File: src/logic/exposure_timing_consts.svh
// constants for the exposure and readout timing controller
// assumes a 100 MHz core clock; times kept in microseconds
`ifndef EXPOSURE_TIMING_CONSTS_SVH
`define EXPOSURE_TIMING_CONSTS_SVH

`define CLK_PERIOD_NS     32'ha
`define NS_PER_US         32'h3e8
`define TRIG_DELAY_US     32'h64
`define READOUT_US        32'h2710

`define EXP_MIN_US        22'h28
`define EXP_MIN_SHORT_US  22'ha
`define EXP_MAX_US        22'h3d0900
`define EXP_RESET_US      22'h2328
`define EXP_FRAC_ZERO     4'h0

`define PERIOD_RESET_US   24'h2710
`define PERIOD_MAX_US     24'h989680

`define MODE_INT          4'h2
`define MODE_SMART        4'h4
`define MODE_FIXED        4'h6
`define MODE_SMART_SEQ    4'h9
`define MODE_FIXED_SEQ    4'ha

`define RATE_CODE_SLOW    8'h50
`define RATE_CODE_FAST    8'ha0

`endif

File: src/logic/exposure_timing_pkg.sv
// types for the exposure and readout timing controller
// assumes the constants header is compiled alongside
package exposure_timing_pkg;

  typedef enum logic [1:0] {
    CMD_MODE,
    CMD_EXPOSURE,
    CMD_PERIOD,
    CMD_RATE
  } cmd_sel_t;

  typedef enum logic [1:0] {
    EXP_IDLE,
    EXP_DELAY,
    EXP_ACTIVE
  } exp_state_t;

  typedef struct packed {
    logic [2:0]  trig_s;
    logic        trig_lvl;
    logic [6:0]  tick_cnt;
    logic        tick;
    exp_state_t  state;
    logic [22:0] cnt;
    logic [23:0] frame_cnt;
    logic        frame_due;
    logic [15:0] rd_cnt;
    logic [3:0]  mode_p;
    logic [3:0]  mode_a;
    logic [25:0] exp_p;
    logic [21:0] exp_a;
    logic [23:0] per_p;
    logic [23:0] per_a;
    logic [7:0]  rate_p;
    logic [7:0]  rate_a;
    logic        ovl_a;
    logic        integ_start;
    logic        read_start;
    logic        integrating;
    logic        reading;
    logic        warn_exp;
    logic        warn_rate;
    logic        cmd_reject;
  } st_t;

endpackage

File: src/logic/exposure_readout_timing_control.sv
// exposure and readout timing controller, global-shutter sensor
// assumes one 100 MHz clock, settings arrive as decoded commands
//
// Functional notes
// - pixel-rate code 80 gives 40 MHz, code 160 gives 80 MHz
// - current pixel-rate code is always readable
// - modes 4 and 9: trigger rise starts integration, fall starts readout
// - integration of one frame may overlap readout of the last
// - readout lasts a fixed time set by configuration, 10 ms at code 160, 20 ms at code 80
// - overlapped frame rate reaches 100 fps as waiting shrinks
// - mode 2 times frames internally, exposure at least 40 us
// - modes 4 and 9 expose for trigger high time, mins 40/10 us
// - exposure mode takes only 2, 4, 6, 9, 10; resets to 2
// - exposure time accepted only in modes 2, 6 and 10
// - out-of-range exposure is clipped to the nearest limit
// - exposure overlapping readout drops its fraction, warns
// - exposure given in microseconds with fraction, 40 (10 in mode 10) to 4000000
// - long exposure lowers frame rate and warns
// - mode 6 trigger fall starts programmed-length exposure
// - triggered exposure begins 100 us after the trigger event
// - mode 4 fall during readout holds exposure until that readout ends
// - new mode 2 frame period shortens exposure to fit
`timescale 1ns/100ps

`include "exposure_timing_consts.svh"

module exposure_readout_timing_control #(
  parameter int READOUT_US    = `READOUT_US,
  parameter int TRIG_DELAY_US = `TRIG_DELAY_US
) (
  input  wire logic                        CORE_CLK,
  input  wire logic                        RST_N,
  input  wire logic                        EXT_FRAME_TRIGGER,
  input  wire logic                        OVERLAP_EN,
  input  wire logic                        CMD_STB,
  input  wire exposure_timing_pkg::cmd_sel_t CMD_SEL,
  input  wire logic [31:0]                 CMD_DATA,
  output wire logic                        INTEG_START,
  output wire logic                        READ_START,
  output wire logic                        INTEGRATING,
  output wire logic                        READING,
  output wire logic                        WARN_EXP,
  output wire logic                        WARN_RATE,
  output wire logic                        CMD_REJECT,
  output wire logic [3:0]                  MODE_RD,
  output wire logic [25:0]                 EXP_RD,
  output wire logic [23:0]                 PERIOD_RD,
  output wire logic [7:0]                  RATE_RD
);

  localparam int TICK_CYC = `NS_PER_US / `CLK_PERIOD_NS;

  if (TICK_CYC < 1 || TICK_CYC > 128) begin : g_chk_tick
    $error("clock rate does not fit the microsecond divider");
  end
  if (READOUT_US < 1 || 2 * READOUT_US > 65535) begin : g_chk_rd
    $error("readout time does not fit the readout counter");
  end
  if (TRIG_DELAY_US < 1 || TRIG_DELAY_US > 8388607) begin : g_chk_dly
    $error("trigger delay does not fit the delay counter");
  end

  localparam logic [6:0]  TICK_LAST = 7'(TICK_CYC - 1);
  localparam logic [15:0] RD_FAST   = 16'(READOUT_US);
  localparam logic [15:0] RD_SLOW   = 16'(2 * READOUT_US);
  localparam logic [22:0] DLY_LAST  = 23'(TRIG_DELAY_US - 1);

  exposure_timing_pkg::st_t st_r;
  exposure_timing_pkg::st_t st_nxt;

  always_comb begin
    logic        rise;
    logic        fall;
    logic        smart;
    logic        done;
    logic [21:0] ei;
    logic [3:0]  ef;
    logic [21:0] emin;
    logic [23:0] pv;
    logic [15:0] rlen;
    logic [15:0] rlen_p;
    st_nxt = st_r;
    st_nxt.integ_start = 1'b0;
    st_nxt.read_start  = 1'b0;
    st_nxt.warn_exp    = 1'b0;
    st_nxt.warn_rate   = 1'b0;
    st_nxt.cmd_reject  = 1'b0;
    rise   = 1'b0;
    fall   = 1'b0;
    smart  = 1'b0;
    done   = 1'b0;
    rlen   = '0;
    rlen_p = '0;
    ei   = '0;
    ef   = '0;
    emin = '0;
    pv   = '0;

    // trigger pin: level changes once second and third stage agree
    st_nxt.trig_s = {st_r.trig_s[1:0], EXT_FRAME_TRIGGER};
    if (st_r.trig_s[1] == st_r.trig_s[2]) begin
      st_nxt.trig_lvl = st_r.trig_s[2];
    end
    rise = st_nxt.trig_lvl & ~st_r.trig_lvl;
    fall = ~st_nxt.trig_lvl & st_r.trig_lvl;

    // one pulse per microsecond
    st_nxt.tick     = (st_r.tick_cnt == TICK_LAST);
    st_nxt.tick_cnt = st_nxt.tick ? 7'h0 : st_r.tick_cnt + 7'h1;

    smart = (st_r.mode_a == `MODE_SMART) ||
            (st_r.mode_a == `MODE_SMART_SEQ);
    rlen = (st_r.rate_a == `RATE_CODE_FAST) ? RD_FAST : RD_SLOW;
    rlen_p = (st_r.rate_p == `RATE_CODE_FAST) ? RD_FAST : RD_SLOW;

    // readout countdown runs beside any exposure
    if (st_r.reading && st_r.tick) begin
      st_nxt.rd_cnt = st_r.rd_cnt - 16'h1;
      if (st_r.rd_cnt == 16'h1) begin
        st_nxt.reading = 1'b0;
      end
    end

    case (st_r.state)
      exposure_timing_pkg::EXP_IDLE: begin
        // frame boundary: adopt settings held pending
        st_nxt.mode_a = st_r.mode_p;
        st_nxt.exp_a  = st_r.exp_p[25:4];
        st_nxt.per_a  = st_r.per_p;
        st_nxt.rate_a = st_r.rate_p;
        st_nxt.ovl_a  = OVERLAP_EN;
        st_nxt.cnt    = '0;
        case (st_r.mode_a)
          `MODE_INT: begin
            if (st_r.frame_due && (st_r.ovl_a || !st_r.reading)) begin
              st_nxt.frame_due   = 1'b0;
              st_nxt.state       = exposure_timing_pkg::EXP_ACTIVE;
              st_nxt.integ_start = 1'b1;
              st_nxt.integrating = 1'b1;
            end
          end
          `MODE_SMART: begin
            if (rise) begin
              st_nxt.state = exposure_timing_pkg::EXP_DELAY;
            end
          end
          `MODE_SMART_SEQ: begin
            if (rise && !st_r.reading) begin
              st_nxt.state = exposure_timing_pkg::EXP_DELAY;
            end
          end
          `MODE_FIXED: begin
            if (fall) begin
              st_nxt.state = exposure_timing_pkg::EXP_DELAY;
            end
          end
          `MODE_FIXED_SEQ: begin
            if (fall && !st_r.reading) begin
              st_nxt.state = exposure_timing_pkg::EXP_DELAY;
            end
          end
          default: begin
            st_nxt.state = exposure_timing_pkg::EXP_IDLE;
          end
        endcase
      end
      exposure_timing_pkg::EXP_DELAY: begin
        if (st_r.tick) begin
          if (st_r.cnt == DLY_LAST) begin
            st_nxt.cnt         = '0;
            st_nxt.state       = exposure_timing_pkg::EXP_ACTIVE;
            st_nxt.integ_start = 1'b1;
            st_nxt.integrating = 1'b1;
          end else begin
            st_nxt.cnt = st_r.cnt + 23'h1;
          end
        end
      end
      exposure_timing_pkg::EXP_ACTIVE: begin
        if (st_r.tick && st_r.cnt != '1) begin
          st_nxt.cnt = st_r.cnt + 23'h1;
        end
        if (smart) begin
          emin = (st_r.mode_a == `MODE_SMART_SEQ) ?
                 `EXP_MIN_SHORT_US : `EXP_MIN_US;
          done = !st_r.trig_lvl && st_r.cnt >= {1'b0, emin};
        end else begin
          done = st_r.cnt >= {1'b0, st_r.exp_a};
        end
        // exposure stretches while the last frame still reads out
        if (done && !st_r.reading) begin
          st_nxt.state       = exposure_timing_pkg::EXP_IDLE;
          st_nxt.integrating = 1'b0;
          st_nxt.read_start  = 1'b1;
          st_nxt.reading     = 1'b1;
          st_nxt.rd_cnt      = rlen;
        end
      end
      default: begin
        st_nxt.state = exposure_timing_pkg::EXP_IDLE;
      end
    endcase

    // internal frame clock; a new frame due wins over its clear
    if (st_r.mode_a != `MODE_INT) begin
      st_nxt.frame_cnt = '0;
      st_nxt.frame_due = 1'b0;
    end else if (st_r.tick) begin
      if (st_r.frame_cnt >= st_r.per_a - 24'h1) begin
        st_nxt.frame_cnt = '0;
        st_nxt.frame_due = 1'b1;
      end else begin
        st_nxt.frame_cnt = st_r.frame_cnt + 24'h1;
      end
    end

    // settings commands
    if (CMD_STB) begin
      case (CMD_SEL)
        exposure_timing_pkg::CMD_MODE: begin
          if (CMD_DATA == {28'h0, `MODE_INT} ||
              CMD_DATA == {28'h0, `MODE_SMART} ||
              CMD_DATA == {28'h0, `MODE_FIXED} ||
              CMD_DATA == {28'h0, `MODE_SMART_SEQ} ||
              CMD_DATA == {28'h0, `MODE_FIXED_SEQ}) begin
            st_nxt.mode_p = CMD_DATA[3:0];
          end else begin
            st_nxt.cmd_reject = 1'b1;
          end
        end
        exposure_timing_pkg::CMD_EXPOSURE: begin
          if (st_r.mode_p == `MODE_INT || st_r.mode_p == `MODE_FIXED ||
              st_r.mode_p == `MODE_FIXED_SEQ) begin
            emin = (st_r.mode_p == `MODE_FIXED_SEQ) ?
                   `EXP_MIN_SHORT_US : `EXP_MIN_US;
            if (|CMD_DATA[31:26] || CMD_DATA[25:4] > `EXP_MAX_US) begin
              {ei, ef} = {`EXP_MAX_US, `EXP_FRAC_ZERO};
            end else if (CMD_DATA[25:4] < emin) begin
              {ei, ef} = {emin, `EXP_FRAC_ZERO};
            end else begin
              {ei, ef} = CMD_DATA[25:0];
            end
            if (st_r.mode_p == `MODE_INT) begin
              if (ef != `EXP_FRAC_ZERO &&
                  {2'b0, ei} + {8'h0, rlen_p} > st_r.per_p) begin
                ef              = `EXP_FRAC_ZERO;
                st_nxt.warn_exp = 1'b1;
              end
              if ({2'b0, ei} > st_r.per_p) begin
                st_nxt.per_p     = {2'b0, ei};
                st_nxt.warn_rate = 1'b1;
              end
            end
            st_nxt.exp_p = {ei, ef};
          end else begin
            st_nxt.cmd_reject = 1'b1;
          end
        end
        exposure_timing_pkg::CMD_PERIOD: begin
          if (st_r.mode_p == `MODE_INT) begin
            if (|CMD_DATA[31:24] || CMD_DATA[23:0] > `PERIOD_MAX_US) begin
              pv = `PERIOD_MAX_US;
            end else if (CMD_DATA[23:0] < {8'h0, rlen_p}) begin
              pv = {8'h0, rlen_p};
            end else begin
              pv = CMD_DATA[23:0];
            end
            st_nxt.per_p = pv;
            if ({2'b0, st_r.exp_p[25:4]} > pv) begin
              st_nxt.exp_p    = {pv[21:0], `EXP_FRAC_ZERO};
              st_nxt.warn_exp = 1'b1;
            end
          end else begin
            st_nxt.cmd_reject = 1'b1;
          end
        end
        default: begin
          if (CMD_DATA == {24'h0, `RATE_CODE_SLOW} ||
              CMD_DATA == {24'h0, `RATE_CODE_FAST}) begin
            st_nxt.rate_p = CMD_DATA[7:0];
          end else begin
            st_nxt.cmd_reject = 1'b1;
          end
        end
      endcase
    end
  end

  always_ff @(posedge CORE_CLK) begin
    if (!RST_N) begin
      st_r        <= '0;
      st_r.mode_p <= `MODE_INT;
      st_r.mode_a <= `MODE_INT;
      st_r.exp_p  <= {`EXP_RESET_US, `EXP_FRAC_ZERO};
      st_r.exp_a  <= `EXP_RESET_US;
      st_r.per_p  <= `PERIOD_RESET_US;
      st_r.per_a  <= `PERIOD_RESET_US;
      st_r.rate_p <= `RATE_CODE_FAST;
      st_r.rate_a <= `RATE_CODE_FAST;
      st_r.ovl_a  <= 1'b1;
    end else begin
      st_r <= st_nxt;
    end
  end

  assign INTEG_START = st_r.integ_start;
  assign READ_START  = st_r.read_start;
  assign INTEGRATING = st_r.integrating;
  assign READING     = st_r.reading;
  assign WARN_EXP    = st_r.warn_exp;
  assign WARN_RATE   = st_r.warn_rate;
  assign CMD_REJECT  = st_r.cmd_reject;
  assign MODE_RD     = st_r.mode_p;
  assign EXP_RD      = st_r.exp_p;
  assign PERIOD_RD   = st_r.per_p;
  assign RATE_RD     = st_r.rate_p;

endmodule

File: config.mk
export PLATFORM = sky130hd
export DESIGN_NAME = exposure_readout_timing_control
export DESIGN_NICKNAME = d
export VERILOG_FILES = /design/src/logic/exposure_timing_pkg.sv /design/src/logic/exposure_readout_timing_control.sv
export VERILOG_INCLUDE_DIRS = /design/src /design/src/logic
export SDC_FILE = /design/constraint.sdc
export NUM_CORES = 1
export LEC_CHECK = 0
export CAP_MARGIN = 25
export CORE_MARGIN = 4
export CORE_UTILIZATION = 60
export DETAILED_ROUTE_END_ITERATION = 8
export DONT_BUFFER_PORTS = 1
export GPL_TIMING_DRIVEN = 0
export PLACE_DENSITY = 0.78
export RECOVER_POWER = 50
export SYNTH_ARGS = -nofsm -noshare
export SYNTH_HDL_FRONTEND = slang
export SYNTH_SLANG_ARGS = --single-unit
File: constraint.sdc
create_clock -name CORE_CLK -period 8.05 [get_ports CORE_CLK]
set_input_delay 2.415 -clock CORE_CLK [delete_from_list [all_inputs] [get_ports CORE_CLK]]
set_output_delay 2.415 -clock CORE_CLK [all_outputs]
set_load 0.01 [all_outputs]
# [After elaboration in Yosys (flattened, before gate mapping)]
# Index checks and enable logic that the tools add are counted.
[word_totals] word_cells=212 out_inout_bits=69 input_bits=39 regBits=206
[classes] eq_ne=43 reduce_logical=41 addsub=6 order_cmp=10 mux=81 bitwise_logic=6
[ops] op="$mux W24" n=10
[ops] op="$mux W22" n=5
[ops] op="$mux W26" n=3
[ops] op="$pmux W23 S3" n=1
[ops] op="$eq A32 B3 Y1 const B" n=2
[ops] op="$eq A32 B4 Y1 const B" n=2
[ops] op="$pmux W26 S2" n=1
[ops] op="$gt A22 B24 Y1" n=2
[ops] op="$mux W16" n=3
[ops] op="$pmux W24 S2" n=1
[ops] op="$mux W23" n=2
[ops] op="$eq A32 B2 Y1 const B" n=1
[ops] op="$eq A32 B7 Y1 const B" n=1
[ops] op="$eq A32 B8 Y1 const B" n=1
[ops] op="$mux W15" n=2
[ops] op="$mux W4" n=7
[ops] op="$mux W1" n=27
[ops] op="$mux W25" n=1
[ops] op="$add A24 B1 Y24 const B" n=1
[ops] op="$ge A24 B24 Y1" n=1
[ops] op="$gt A23 B24 Y1" n=1
[ops] op="$gt A24 B24 Y1 const B" n=1
[ops] op="$lt A24 B15 Y1" n=1
[ops] op="$sub A24 B1 Y24 const B" n=1
[ops] op="48 further kinds" n=109

# [Logic depth before layout (Yosys ltp)]
# Gate-level depths: netlist (run 1).
[logic_depth] depth_word=15 mapped_depth=25 mapped_depth_nobuf=22

# [Worst setup path before layout (run 1)]
# Ideal clock, no wire load.
[synth_path] path_type="input-to-reg" startpoint="input CMD_DATA[14]" endpoint="register st_r (netlist bit EXP_RD[0])" t_arrival_ns=7.214 path_buffers=3 setup_time_ns=0.117 path_stages=24 slack_ns=0.719 path_cell_list="clkbuf_1 > nor3_1 > nand4_1 > a211oi_1 > clkbuf_1 > clkbuf_1 > and3_1 > ha_1 > inv_1 > fa_1 > and3b_1 > a211oi_1 > a21oi_1 > or4b_1 > a21boi_1 > xnor2_1 > nand2_1 > ha_1 > nand3_1 > nor3_1 > o311ai_0 > a31oi_1 > nor3b_2 > a22o_1"
[synth_via] elab_chain_cells=13 elab_cells_between_ends=32
[synth_lines] item="from (decl)" line_no="exposure_readout_timing_control.sv:37" rtl="input wire logic [31:0] CMD_DATA,"
[synth_lines] item="$lt A22 B6 Y1 or $gt A22 B22 Y1 (tied branches)"
[synth_lines] item="$mux W22 or $logic_or A1 B1 Y1 (tied branches)"
[synth_lines] item="$mux W22" line_no="exposure_readout_timing_control.sv:236" rtl="if (|CMD_DATA[31:26] || CMD_DATA[25:4] > `EXP_MAX_US) begin"
[synth_lines] item="$mux W22" line_no="exposure_readout_timing_control.sv:232" rtl="if (st_r.mode_p == `MODE_INT || st_r.mode_p == `MODE_FIXED ||"
[synth_lines] item="$mux W22" line_no="exposure_readout_timing_control.sv:219" rtl="case (CMD_SEL)"
[synth_lines] item="$mux W22" line_no="exposure_readout_timing_control.sv:218" rtl="if (CMD_STB) begin"
[synth_lines] item="$add A22 B15 Y23" line_no="exposure_readout_timing_control.sv:245" rtl="{2'b0, ei} + {8'h0, rlen_p} > st_r.per_p) begin"
[synth_lines] item="$gt A23 B24 Y1" line_no="exposure_readout_timing_control.sv:245"
[synth_lines] item="$logic_and A1 B1 Y1" line_no="exposure_readout_timing_control.sv:244" rtl="if (ef != `EXP_FRAC_ZERO &&"
[synth_lines] item="$mux W4" line_no="exposure_readout_timing_control.sv:244"
[synth_lines] item="$mux W4" line_no="exposure_readout_timing_control.sv:243" rtl="if (st_r.mode_p == `MODE_INT) begin"
[synth_lines] item="$mux W26" line_no="exposure_readout_timing_control.sv:232"
[synth_lines] item="$pmux W26 S2" line_no="exposure_readout_timing_control.sv:219"
[synth_lines] item="to (signal assigned)" line_no="exposure_readout_timing_control.sv:302" rtl="st_r <= st_nxt;"
[synth_lines] item="to (decl)" line_no="exposure_readout_timing_control.sv:68" rtl="exposure_timing_pkg::st_t st_r;"
# Parallel ways exist; a longest one is shown, timed or not. The select of a mux whose other input is x is not followed.
# A chain may end at the register's enable or synchronous reset.

# [Final worst setup path (run 1)]
[layout_path] startpoint="input CMD_DATA[14]" endpoint="register st_r (netlist bit EXP_RD[3])"
# The elaborated chain is that of the path after synthesis.

==> PnR_summary.wiki, run 1 <==
{| class="wikitable"
! Metric !! Value
|-
| Most used standard cells in the synthesized netlist || 206 x dfxtp_1, 192 x nor2_1, 135 x ha_1
|-
| Ratio of total power to cell area || 168 nW/um^2
|-
| Share of the clock period used by the worst path || 97.9%
|-
| Pin count of the biggest net entering global routing || 13
|-
| Area share of the largest cell type after synthesis || 30.9%
|-
| Minimum hold slack || 0.442 ns
|-
| Final WS setup || 0.171 ns
|-
| Buffers on Ports || 0
|-
| Power share of the combinational group || 13.7%
|-
| Initial Utilization || 61.2%
|-
| TritonCTS buffer count || 23
|-
| Number of DRC violations after detailed-routing iteration 0 || 1158
|-
| Final cell area excluding filler cells || 14300 um^2
|-
| Number of global-route vias before repair || 11200
|-
| Vertical die dimension || 157 um
|-
| CP Buf/Inv Count || 6
|-
| Worst-skew pair later-pin latency || 0.53 ns
|-
| Initial antenna violation count || 0
|-
| Setup-failing EPs final || 0
|-
| Standard cell area after detailed placement || 13700 um^2
|-
| Switching pwr || 667 uW
|-
| Final max-slew violation count || 0
|-
| Total number of yosys warnings || 0
|-
| Filler Cell Count || 1913
|-
| Fin. Hold Viols || 0
|-
| Fraction of layout instances using a drive strength above 1 || 5.68%
|-
| Setup Crit Path Kind || in2reg
|-
| Clock Power Share || 41.1%
|-
| Buffer type at the clock tree root || clkbuf_16
|-
| Leading cell types by total area after synthesis || dfxtp_1 31%, ha_1 13%, mux2i_1 6.0%, nor2_1 5.4%, xnor2_1 4.1%
|-
| Post-detailed-route count of antenna-violating nets || 0
|-
| Post-synthesis register bit count || 206
|-
| Total core area || 21800 um^2
|-
| Cell type contributing the most total cell area after synthesis || dfxtp_1
|-
| Nets in the synthesized netlist || 1787
|-
| Share of total power consumed by net switching || 27.7%
|-
| Final weighted congestion in routability-driven placement || 1.02
|-
| Row count || 54
|-
| Max frequency || 0.127 GHz
|-
| Final cell count without fillers || 1937
|-
| Number of enable flip-flop cells after synthesis || 0
|-
| Number of DRC violations after detailed routing || 0
|-
| Total vias in the final route || 12100
|-
| H-tree level count || 1
|-
| Maximum fanout encountered on the critical timing path || 10
|-
| Total global routing overflow || 0
|-
| Arrival time at the worst endpoint || 8.35 ns
|-
| # Max-Cap Violations || 0
|-
| Inst Count DP || 1895
|-
| Router iterations before antenna repair || 5
|-
| Synthesized instance count || 1612
|-
| Req. time, crit path || 8.52 ns
|-
| Worst Max-Slew Pin Slew || 1.27 ns
|-
| Buffer levels on the longest clock path || 3
|-
| Fraction of synthesis flops using an asynchronous set or reset pin || 0%
|-
| Clock input transition at the sequential cells of the worst setup and hold paths || 0.06 ns
|-
| Utilization after layout || 65.6%
|-
| Int Power || 1740 uW
|-
| CTS tree || built
|-
| Class of the most critical hold timing path || reg2reg
|-
| Drt total wl || 39200 um
|-
| Average cell area after synthesis || 8.28 um^2
|-
| Total die area || 24700 um^2
|-
| Category of the worst setup path launch point || primary input
|-
| All-layer global routing usage || 30.7%
|-
| Status || complete, no violations
|-
| Most used flip-flop cell after synthesis || dfxtp_1
|-
| Sequential cell area fraction in the yosys report || 30.9%
|-
| Final setup skew || 0.0229 ns
|-
| Sequential cell area || 4120 um^2
|-
| Unique cell type count in the Yosys netlist || 81
|-
| Cell with the biggest individual delay on the critical path || o31ai_1
|-
| Cell class contributing the biggest share of worst-path delay || compound AO/OA/AOI/OAI gates
|-
| Dpl hpwl || 30200 um
|-
| Global-route wire length before repair || 60500 um
|-
| Reg power frac || 45.2%
|-
| Count of hold-fix buffers inserted at cts || 0
|-
| Drt wl/cell || 20.2 um
|-
| Chip Width || 157 um
|-
| Total number of nets in the final design || 1818
|-
| CP peak stage delay || 0.50 ns
|-
| Crit path capture type || register
|-
| Max transition margin || 14.5%
|-
| Worst vdd ir || 0.000159 V
|-
| Pre-CTS setup slack || -1.18 ns
|-
| Vias per cell || 6.24
|-
| Ports || 108
|-
| Synthesis-to-finish area growth || 7.29%
|-
| Final min period || 7.88 ns
|-
| Standby leakage power || 0.00601 uW
|-
| Sink count of the clock tree || 206
|-
| Count leader, synth || dfxtp_1
|-
| Area taken by multi-input logic gates || 8200 um^2
|-
| Post-synthesis cell area || 13300 um^2
|}
==> worst reg2reg max path, stage by stage (launching register included) <==
cell      delay (ns)
dfxtp_1         0.39
nor4b_1         0.50
buf_2           0.30
nand2_1         0.24
inv_1           0.41
ha_1            0.32
nor4bb_1        0.14
and2_1          0.16
nor4_1          0.54
nand3_1         0.36
o21ai_0         0.28
nand2_1         0.11
ha_1            0.29
nand3_1         0.10
nor4_1          0.61
a211oi_1        0.28
o21ai_1         0.50
buf_2           0.35
mux2i_1         0.21
nand2_1         0.07
==> repair_timing <==
| item | CTS | global route |
|---|---|---|
| setup buffers | 0 | 2 |
| gates resized for setup | 4 | 3 |
| endpoints found under the setup margin | 5 | 5 |
| pin swaps | 0 | 2 |
==> worst paths after layout <==
check,cells past startpoint,to,slack [ns],from
setup / recovery,27,EXP_RD[3],0.17,CMD_DATA[14]
hold / removal,1,st_nxt[205],0.44,st_nxt[204]
setup reg to reg,19,EXP_RD[7],1.76,RATE_RD[7]
hold reg to reg,1,st_nxt[205],0.44,st_nxt[204]
==> final cells by class <==
cell class	instances	area share (%)
multi-input combinational	1193	57.2
sequential	206	28.8
clock buffer	33	4.56
buffer	127	4.18
tap	280	2.45
inverter	86	2.25
clock inverter	5	0.280
timing repair buffer	6	0.236
antenna	1	0.0175
==> per-layer routing <==
layer | GRT usage, % | up-vias | share of wire, %
met5 | 0 | - | 0
met4 | 9.67 | 0 | 3.7
met3 | 8.47 | 108 | 10
met2 | 48.3 | 567 | 44
met1 | 41.1 | 5674 | 42
li1 | - | 5738 | -
==> state kept, by name, summed over array words and instances (netlist names) <==
signal,cells
WARN_EXP,1
CMD_REJECT,1
st_nxt,2
INTEGRATING,1
READ_START,1
EXP_RD,26
PERIOD_RD,24
RATE_RD,8
MODE_RD,4
WARN_RATE,1
INTEG_START,1
READING,1
st_r,135
==> cell usage in the layout, fill, tap and decap left out, types with 26 or more instances in the layout <==
master | synthesis | final
clkbuf_1 | 46 | 88
xnor2_1 | 62 | 62
nor3_1 | 42 | 40
nor2_1 | 192 | 192
nand3_1 | 49 | 49
ha_1 | 135 | 135
buf_4 | 63 | 29
xor2_1 | 26 | 26
nand4_1 | 38 | 38
dfxtp_1 | 206 | 206
inv_1 | 85 | 85
a21oi_1 | 84 | 84
nand2_1 | 124 | 124
o21ai_0 | 47 | 48
mux2i_1 | 80 | 80
==> kinds of logic after synthesis <==
| logic type | synth area share [%] |
|---|---|
| adders and majority gates | 12.9 |
| AOI/OAI and AO/OA | 14.2 |
| muxes | 6.08 |
| buffers and inverters | 7.89 |
| other | 0.0281 |
| and+or+nand+nor | 22.2 |
| xor gates and xnor gates | 5.77 |
| DFF | 30.9 |
==> power by group through the flow <==
| stage | combinational, uW | clock (uW) | sequential, uW |
|---|---|---|---|
| after floorplan | 253 | 0 | 1090 |
| after global placement | 317 | 0 | 1110 |
| after detailed placement | 326 | 0 | 1110 |
| after CTS | 329 | 991 | 1080 |
| after global routing | 361 | 1030 | 1090 |
| final | 330 | 987 | 1090 |
==> metrics by stage <==
step	setup TNS, ns	power (uW)
6_report	0	2400
5_1_grt	-0.198	2480
4_1_cts	0	2400
3_5_place_dp	-5.72	1430
3_3_place_gp	-5.85	1420
2_1_floorplan	0	1340
Note: power is estimated with default switching activity, not from simulation.
==> inputs of run 2 (changes only) <==
--- a/config.mk
+++ b/config.mk
@@ -7,11 +7,13 @@
 export NUM_CORES = 1
 export LEC_CHECK = 0
 export CAP_MARGIN = 25
+export CORE_ASPECT_RATIO = 0.5
 export CORE_MARGIN = 4
 export CORE_UTILIZATION = 60
 export DETAILED_ROUTE_END_ITERATION = 8
 export DONT_BUFFER_PORTS = 1
 export GPL_TIMING_DRIVEN = 0
+export MAX_ROUTING_LAYER = met4
 export PLACE_DENSITY = 0.78
 export RECOVER_POWER = 50
 export SYNTH_ARGS = -nofsm -noshare
==> run 2 against run 1 <==
Combinational power grew 4%. Sequential share of layout area is essentially flat. Critical endpoint unchanged. Core utilization grew 0.13 points.
==> PnR_summary.wiki, run 2 (same netlist as run 1, synthesis figures left out) <==
{| class="wikitable"
! Metric !! Value
|-
| Maximum fanout encountered on the critical timing path || 10
|-
| Drt total wl || 43100 um
|-
| Worst vdd ir || 0.000226 V
|-
| All-layer global routing usage || 34.9%
|-
| Max FFs per register || 135
|-
| Category of the worst setup path launch point || primary input
|-
| Status || complete, no violations
|-
| Final min period || 7.79 ns
|-
| Critical register-to-register path startpoint || RATE_RD[3]
|-
| Total number of nets in the final design || 1811
|-
| Max transition margin || 19.3%
|-
| Vertical die dimension || 113 um
|-
| Row count || 38
|-
| Worst Max-Slew Pin Slew || 1.20 ns
|-
| Filler Cell Count || 1882
|-
| Number of DRC violations after detailed-routing iteration 0 || 1522
|-
| GR Util met2 || 53.9%
|-
| Most frequent cells in the layout || 206 x dfxtp_1, 192 x nor2_1, 135 x ha_1
|-
| Launching instance or port of the critical path || CMD_DATA[6]
|-
| Chip Width || 219 um
|-
| Final WS setup || 0.259 ns
|-
| Class of the most critical hold timing path || reg2reg
|-
| Clock input transition at the sequential cells of the worst setup and hold paths || 0.06 ns
|-
| Total core area || 21800 um^2
|-
| Fin. Hold Viols || 0
|-
| CTS tree || built
|-
| Count of hold-fix buffers inserted at cts || 0
|-
| TritonCTS buffer count || 20
|-
| Crit path capture type || register
|-
| Met3 global-route usage || 8.17%
|-
| Ports || 108
|-
| Pre-CTS setup slack || -1.29 ns
|-
| Most frequent standard cell in the layout excluding fill and tap cells || dfxtp_1
|-
| Total vias in the final route || 12400
|-
| Buffer levels on the longest clock path || 3
|-
| GR peak layer || met2
|-
| Global-route wire length before repair || 66300 um
|-
| Reg with most FFs || st_r
|-
| Buffers on Ports || 0
|-
| Final max-slew violation count || 0
|-
| Vias per cell || 6.35
|-
| Share of the clock period used by the worst path || 96.8%
|-
| Req. time, crit path || 8.45 ns
|-
| H-tree level count || 1
|-
| Standby leakage power || 0.00595 uW
|-
| Utilization after layout || 65.8%
|-
| Dpl hpwl || 33800 um
|-
| Setup-failing EPs final || 0
|-
| Final weighted congestion in routability-driven placement || 1.05
|-
| Worst-skew pair later-pin latency || 0.52 ns
|-
| Min-Delay Startpoint || st_nxt[204]
|-
| Number of global-route vias before repair || 11800
|-
| Total global routing overflow || 0
|-
| Global-route track usage on met1 || 47.1%
|-
| # Max-Cap Violations || 0
|-
| Initial antenna violation count || 2
|-
| Buffer type at the clock tree root || clkbuf_16
|-
| Pin count of the biggest net entering global routing || 17
|-
| Arrival time at the worst endpoint || 8.19 ns
|-
| Setup Crit Path Kind || in2reg
|-
| Max frequency || 0.128 GHz
|-
| Total die area || 24800 um^2
|-
| Sink count of the clock tree || 206
|-
| Post-detailed-route count of antenna-violating nets || 0
|-
| Initial Utilization || 61.3%
|-
| Ratio of total power to cell area || 174 nW/um^2
|-
| Number of DRC violations after detailed routing || 0
|-
| Fraction of layout instances using a drive strength above 1 || 4.55%
|-
| Synthesis-to-finish area growth || 7.27%
|-
| Drt wl/cell || 22.1 um
|-
| Router iterations before antenna repair || 6
|-
| Final setup skew || 0.0150 ns
|}
[run 2: routing by layer]
| layer | vias up | routed length (um) |
|---|---|---|
| li1 | 5718 | - |
| met4 | 0 | 1070 |
| met1 | 5875 | 18600 |
| met5 | - | 0 |
| met2 | 673 | 18700 |
| met3 | 117 | 4700 |
[run 2: what timing repair did]
| item | CTS | global route |
|---|---|---|
| pin swaps | 0 | 3 |
| buffers inserted | 0 | 1 |
| gates resized for setup | 5 | 11 |
| endpoints found under the setup margin | 5 | 5 |
[run 2: critical path: stages]
cell      delay [ns]
clkbuf_2        0.23
nor4_4          0.43
nand4_1         0.20
a211oi_2        0.26
clkbuf_4        0.30
clkbuf_4        0.26
and3_1          0.21
ha_1            0.18
inv_1           0.06
fa_1            0.40
and3b_1         0.27
a211oi_1        0.13
a21oi_2         0.22
or4b_1          0.48
a21boi_1        0.21
xnor2_1         0.13
nand2_1         0.09
ha_1            0.28
nand3_1         0.11
nor3_2          0.31
o21ai_0         0.23
a31oi_2         0.44
nor3b_4         0.12
a22o_1          0.20
[run 2: stage by stage]
| step | hold slack [ns] | power (uW) | area, um^2 | instances | TNS [ns] |
|---|---|---|---|---|---|
| global placement | 0.419 | 1430 | 13700 | 1912 | -6.12 |
| floorplan | 0.412 | 1340 | 13300 | 1612 | 0 |
| CTS | 0.433 | 2500 | 14500 | 1949 | 0 |
| detailed placement | 0.418 | 1450 | 13700 | 1913 | -6.34 |
| finish | 0.436 | 2500 | 14300 | 1951 | 0 |
| global route | 0.455 | 2580 | 14300 | 1951 | -0.0729 |
[run 2: path summary, 6_finish.rpt]
| check | to | slack, ns | cells past startpoint |
|---|---|---|---|
| max | EXP_RD[3] | 0.26 | 24 |
| max reg2reg | EXP_RD[19] | 1.34 | 18 |
| min reg2reg | st_nxt[205] | 0.44 | 1 |
| min | st_nxt[205] | 0.44 | 1 |
[run 2: final cells by class]
class | instances | area, um^2 | share of cell area, %
Multi-Input combinational cell | 1193 | 8210 | 57.4
Inverter | 86 | 323 | 2.25
Sequential cell | 206 | 4120 | 28.8
Timing Repair Buffer | 2 | 12.5 | 0.0874
Buffer | 127 | 533 | 3.72
Clock inverter | 8 | 154 | 1.07
Antenna cell | 1 | 2.50 | 0.0175
Clock buffer | 28 | 582 | 4.06
Tap cell | 300 | 375 | 2.62
[run 2: power breakdown]
group          leakage, uW  internal (uW)  switching [uW]
Combinational      0.00392            122             220
Sequential         0.00167           1050            36.7
Clock             0.000360            639             430
==> inputs of run 3 (changes only) <==
--- a/config.mk
+++ b/config.mk
@@ -9,12 +9,11 @@
 export CAP_MARGIN = 25
 export CORE_ASPECT_RATIO = 0.5
 export CORE_MARGIN = 4
-export CORE_UTILIZATION = 60
+export CORE_UTILIZATION = 25
 export DETAILED_ROUTE_END_ITERATION = 8
 export DONT_BUFFER_PORTS = 1
-export GPL_TIMING_DRIVEN = 0
 export MAX_ROUTING_LAYER = met4
-export PLACE_DENSITY = 0.78
+export PLACE_DENSITY = 0.4
 export RECOVER_POWER = 50
 export SYNTH_ARGS = -nofsm -noshare
 export SYNTH_HDL_FRONTEND = slang
==> run 3 against run 2 <==
The run now ends with capacitance limit, slew limit left. Total power rose by 2.0%. Via count fell by 11%. Flip-flop and latch count did not move. Core utilization fell by 38 points. Non-clock buffer count fell by 113. First-iteration DRC count fell by 46%. Register-to-register slack got worse by 0.25 ns. Wire length rose by 4.2%. Sequential share of layout area fell by 0.28 points. Global-route usage fell by 19 points.
==> PnR_summary.wiki, run 3 (same netlist as run 1, synthesis figures left out) <==
{| class="wikitable"
! Metric !! Value
|-
| H-tree level count || 1
|-
| Inst Count DP || 2201
|-
| Final setup skew || 0.0202 ns
|-
| Post-detailed-route count of antenna-violating nets || 0
|-
| Ports || 108
|-
| Violations in the final reports || capacitance limit, slew limit
|-
| Fraction of layout instances using a drive strength above 1 || 4.54%
|-
| Total vias in the final route || 11100
|-
| Share of the clock period used by the worst path || 89.8%
|-
| Filler Cell Count || 5710
|-
| Total core area || 52400 um^2
|-
| Final cell area excluding filler cells || 14500 um^2
|-
| Synthesis-to-finish area growth || 8.33%
|-
| Max FFs per register || 135
|-
| Clock input transition at the sequential cells of the worst setup and hold paths || 0.06 ns
|-
| Clock Power Share || 45.5%
|-
| TNS Setup || 0 ns
|-
| Number of DRC violations after detailed-routing iteration 0 || 826
|-
| Worst vdd ir || 0.000133 V
|-
| Reg with most FFs || st_r
|-
| Router iterations before antenna repair || 5
|-
| Global-route wire length before repair || 68300 um
|-
| Category of the worst setup path launch point || primary input
|-
| Chip Width || 335 um
|-
| Setup Crit Path Kind || in2reg
|-
| Drt total wl || 45000 um
|-
| Buffers on Ports || 0
|-
| CTS tree || built
|-
| Req. time, crit path || 8.47 ns
|-
| # Max-Cap Violations || 3
|-
| Total power of the final layout || 2550 uW
|-
| Initial Utilization || 25.5%
|-
| All-layer global routing usage || 15.8%
|-
| Switching pwr || 692 uW
|-
| Buffer levels on the longest clock path || 3
|-
| Fin. Hold Viols || 0
|-
| Setup-failing EPs final || 0
|-
| Maximum fanout encountered on the critical timing path || 6
|-
| Int Power || 1850 uW
|-
| Drt wl/cell || 20.0 um
|-
| TritonCTS buffer count || 24
|-
| Count of hold-fix buffers inserted at cts || 0
|-
| Final min period || 7.23 ns
|-
| Number of global-route vias before repair || 10400
|-
| Buffer type at the clock tree root || clkbuf_16
|-
| Final max-slew violation count || 139
|-
| Row count || 59
|-
| Class of the most critical hold timing path || reg2reg
|-
| Reg power frac || 42.9%
|-
| Post-CTS resize count || 0
|-
| Total die area || 57400 um^2
|-
| Arrival time at the worst endpoint || 7.64 ns
|-
| Share of total power consumed by net switching || 27.2%
|-
| Power share of the combinational group || 11.6%
|-
| Most frequent cells in the layout || 206 x dfxtp_1, 192 x nor2_1, 135 x ha_1
|-
| Vias per cell || 4.93
|-
| Standby leakage power || 0.00582 uW
|-
| Worst-skew pair later-pin latency || 0.55 ns
|-
| Ratio of total power to cell area || 176 nW/um^2
|-
| Vertical die dimension || 171 um
|-
| Crit path capture type || register
|-
| Number of DRC violations after detailed routing || 0
|-
| Setup repair after global routing missed its margin || no
|-
| Initial antenna violation count || 1
|-
| Final weighted congestion in routability-driven placement || 0.932
|-
| Total number of nets in the final design || 1702
|-
| Dpl hpwl || 34400 um
|-
| Sink count of the clock tree || 206
|-
| Most frequent standard cell in the layout excluding fill and tap cells || dfxtp_1
|-
| Worst Max-Slew Pin Slew || 3.37 ns
|-
| Final cell count without fillers || 2246
|-
| Standard cell area after detailed placement || 13700 um^2
|-
| Max frequency || 0.138 GHz
|-
| Total global routing overflow || 0
|-
| Pin count of the biggest net entering global routing || 75
|-
| Status || complete, but fails checks
|-
| Max transition margin || -125%
|-
| Buffer count from post-CTS setup fixing || 0
|}
run 3: cell types whose count changed in the layout (fill, tap and decap cells not counted), moves of 2 or more:
cell       previous run  this run
clkbuf_4              2         0
buf_1                 8         0
buf_2                 9         0
buf_4                 9        11
clkbuf_8              3         5
nor3_2                2         0
clkbuf_16            21        24
clkinv_2              1         3
nor3_1               40        42
clkbuf_1            103         7
run 3: through the flow:
step	utilization [%]	setup WS (ns)	hold WS (ns)
after floorplan	-	0.719	0.412
after global placement	26.1	0.426	0.425
after detailed placement	26.1	0.359	0.424
after CTS	27.6	0.900	0.437
after global routing	27.6	0.335	0.479
final	27.6	0.825	0.435
run 3: path summary, 6_finish.rpt:
path                                   from           to  slack [ns]  depth (start not counted)
worst max-delay path            CMD_DATA[7]    EXP_RD[3]        0.82                         21
worst min-delay path            st_nxt[204]  st_nxt[205]        0.44                          1
worst max register to register   RATE_RD[7]   EXP_RD[10]        1.09                         19
worst min register to register  st_nxt[204]  st_nxt[205]        0.44                          1
run 3: layout make-up:
class	instances	area (um^2)	area share, %
Multi-Input combinational cell	1193	8190	56.6
Tap cell	701	877	6.07
Antenna cell	2	5.00	0.0346
Sequential cell	206	4120	28.5
Inverter	86	324	2.24
Timing Repair Buffer	16	119	0.822
Clock inverter	9	138	0.952
Clock buffer	33	684	4.73
run 3: worst max-delay path, cell delays in order:
cell and delay (ns):
nor4_1 0.34, nand4_1 0.20, a211oi_2 0.34, and3_1 0.25, ha_1 0.17, inv_1 0.06, fa_1 0.40, and3b_1 0.26
a211oi_1 0.11, a21oi_1 0.27, or4b_1 0.50, a21boi_1 0.20, xnor2_1 0.13, nand2_1 0.08, ha_1 0.28, nand3_1 0.10
nor3_1 0.35, o311ai_0 0.22, a31oi_1 0.56, nor3b_2 0.16, a22o_1 0.21
run 3: layer usage:
metal	vias to the layer above	share of wire (%)	routed length (um)	GRT usage, %
met5	-	0	0	-
met2	220	44	19900	24.7
met3	54	5.0	2240	2.72
met1	5278	49	21900	21.5
li1	5513	-	-	-
met4	0	2.1	941	3.28
run 3: power by group through the flow:
stage	clock network (uW)	logic, uW	registers (uW)
after floorplan	0	253	1090
after global placement	0	293	1120
after detailed placement	0	292	1120
after CTS	1200	293	1090
after global routing	1240	331	1100
final	1160	297	1090
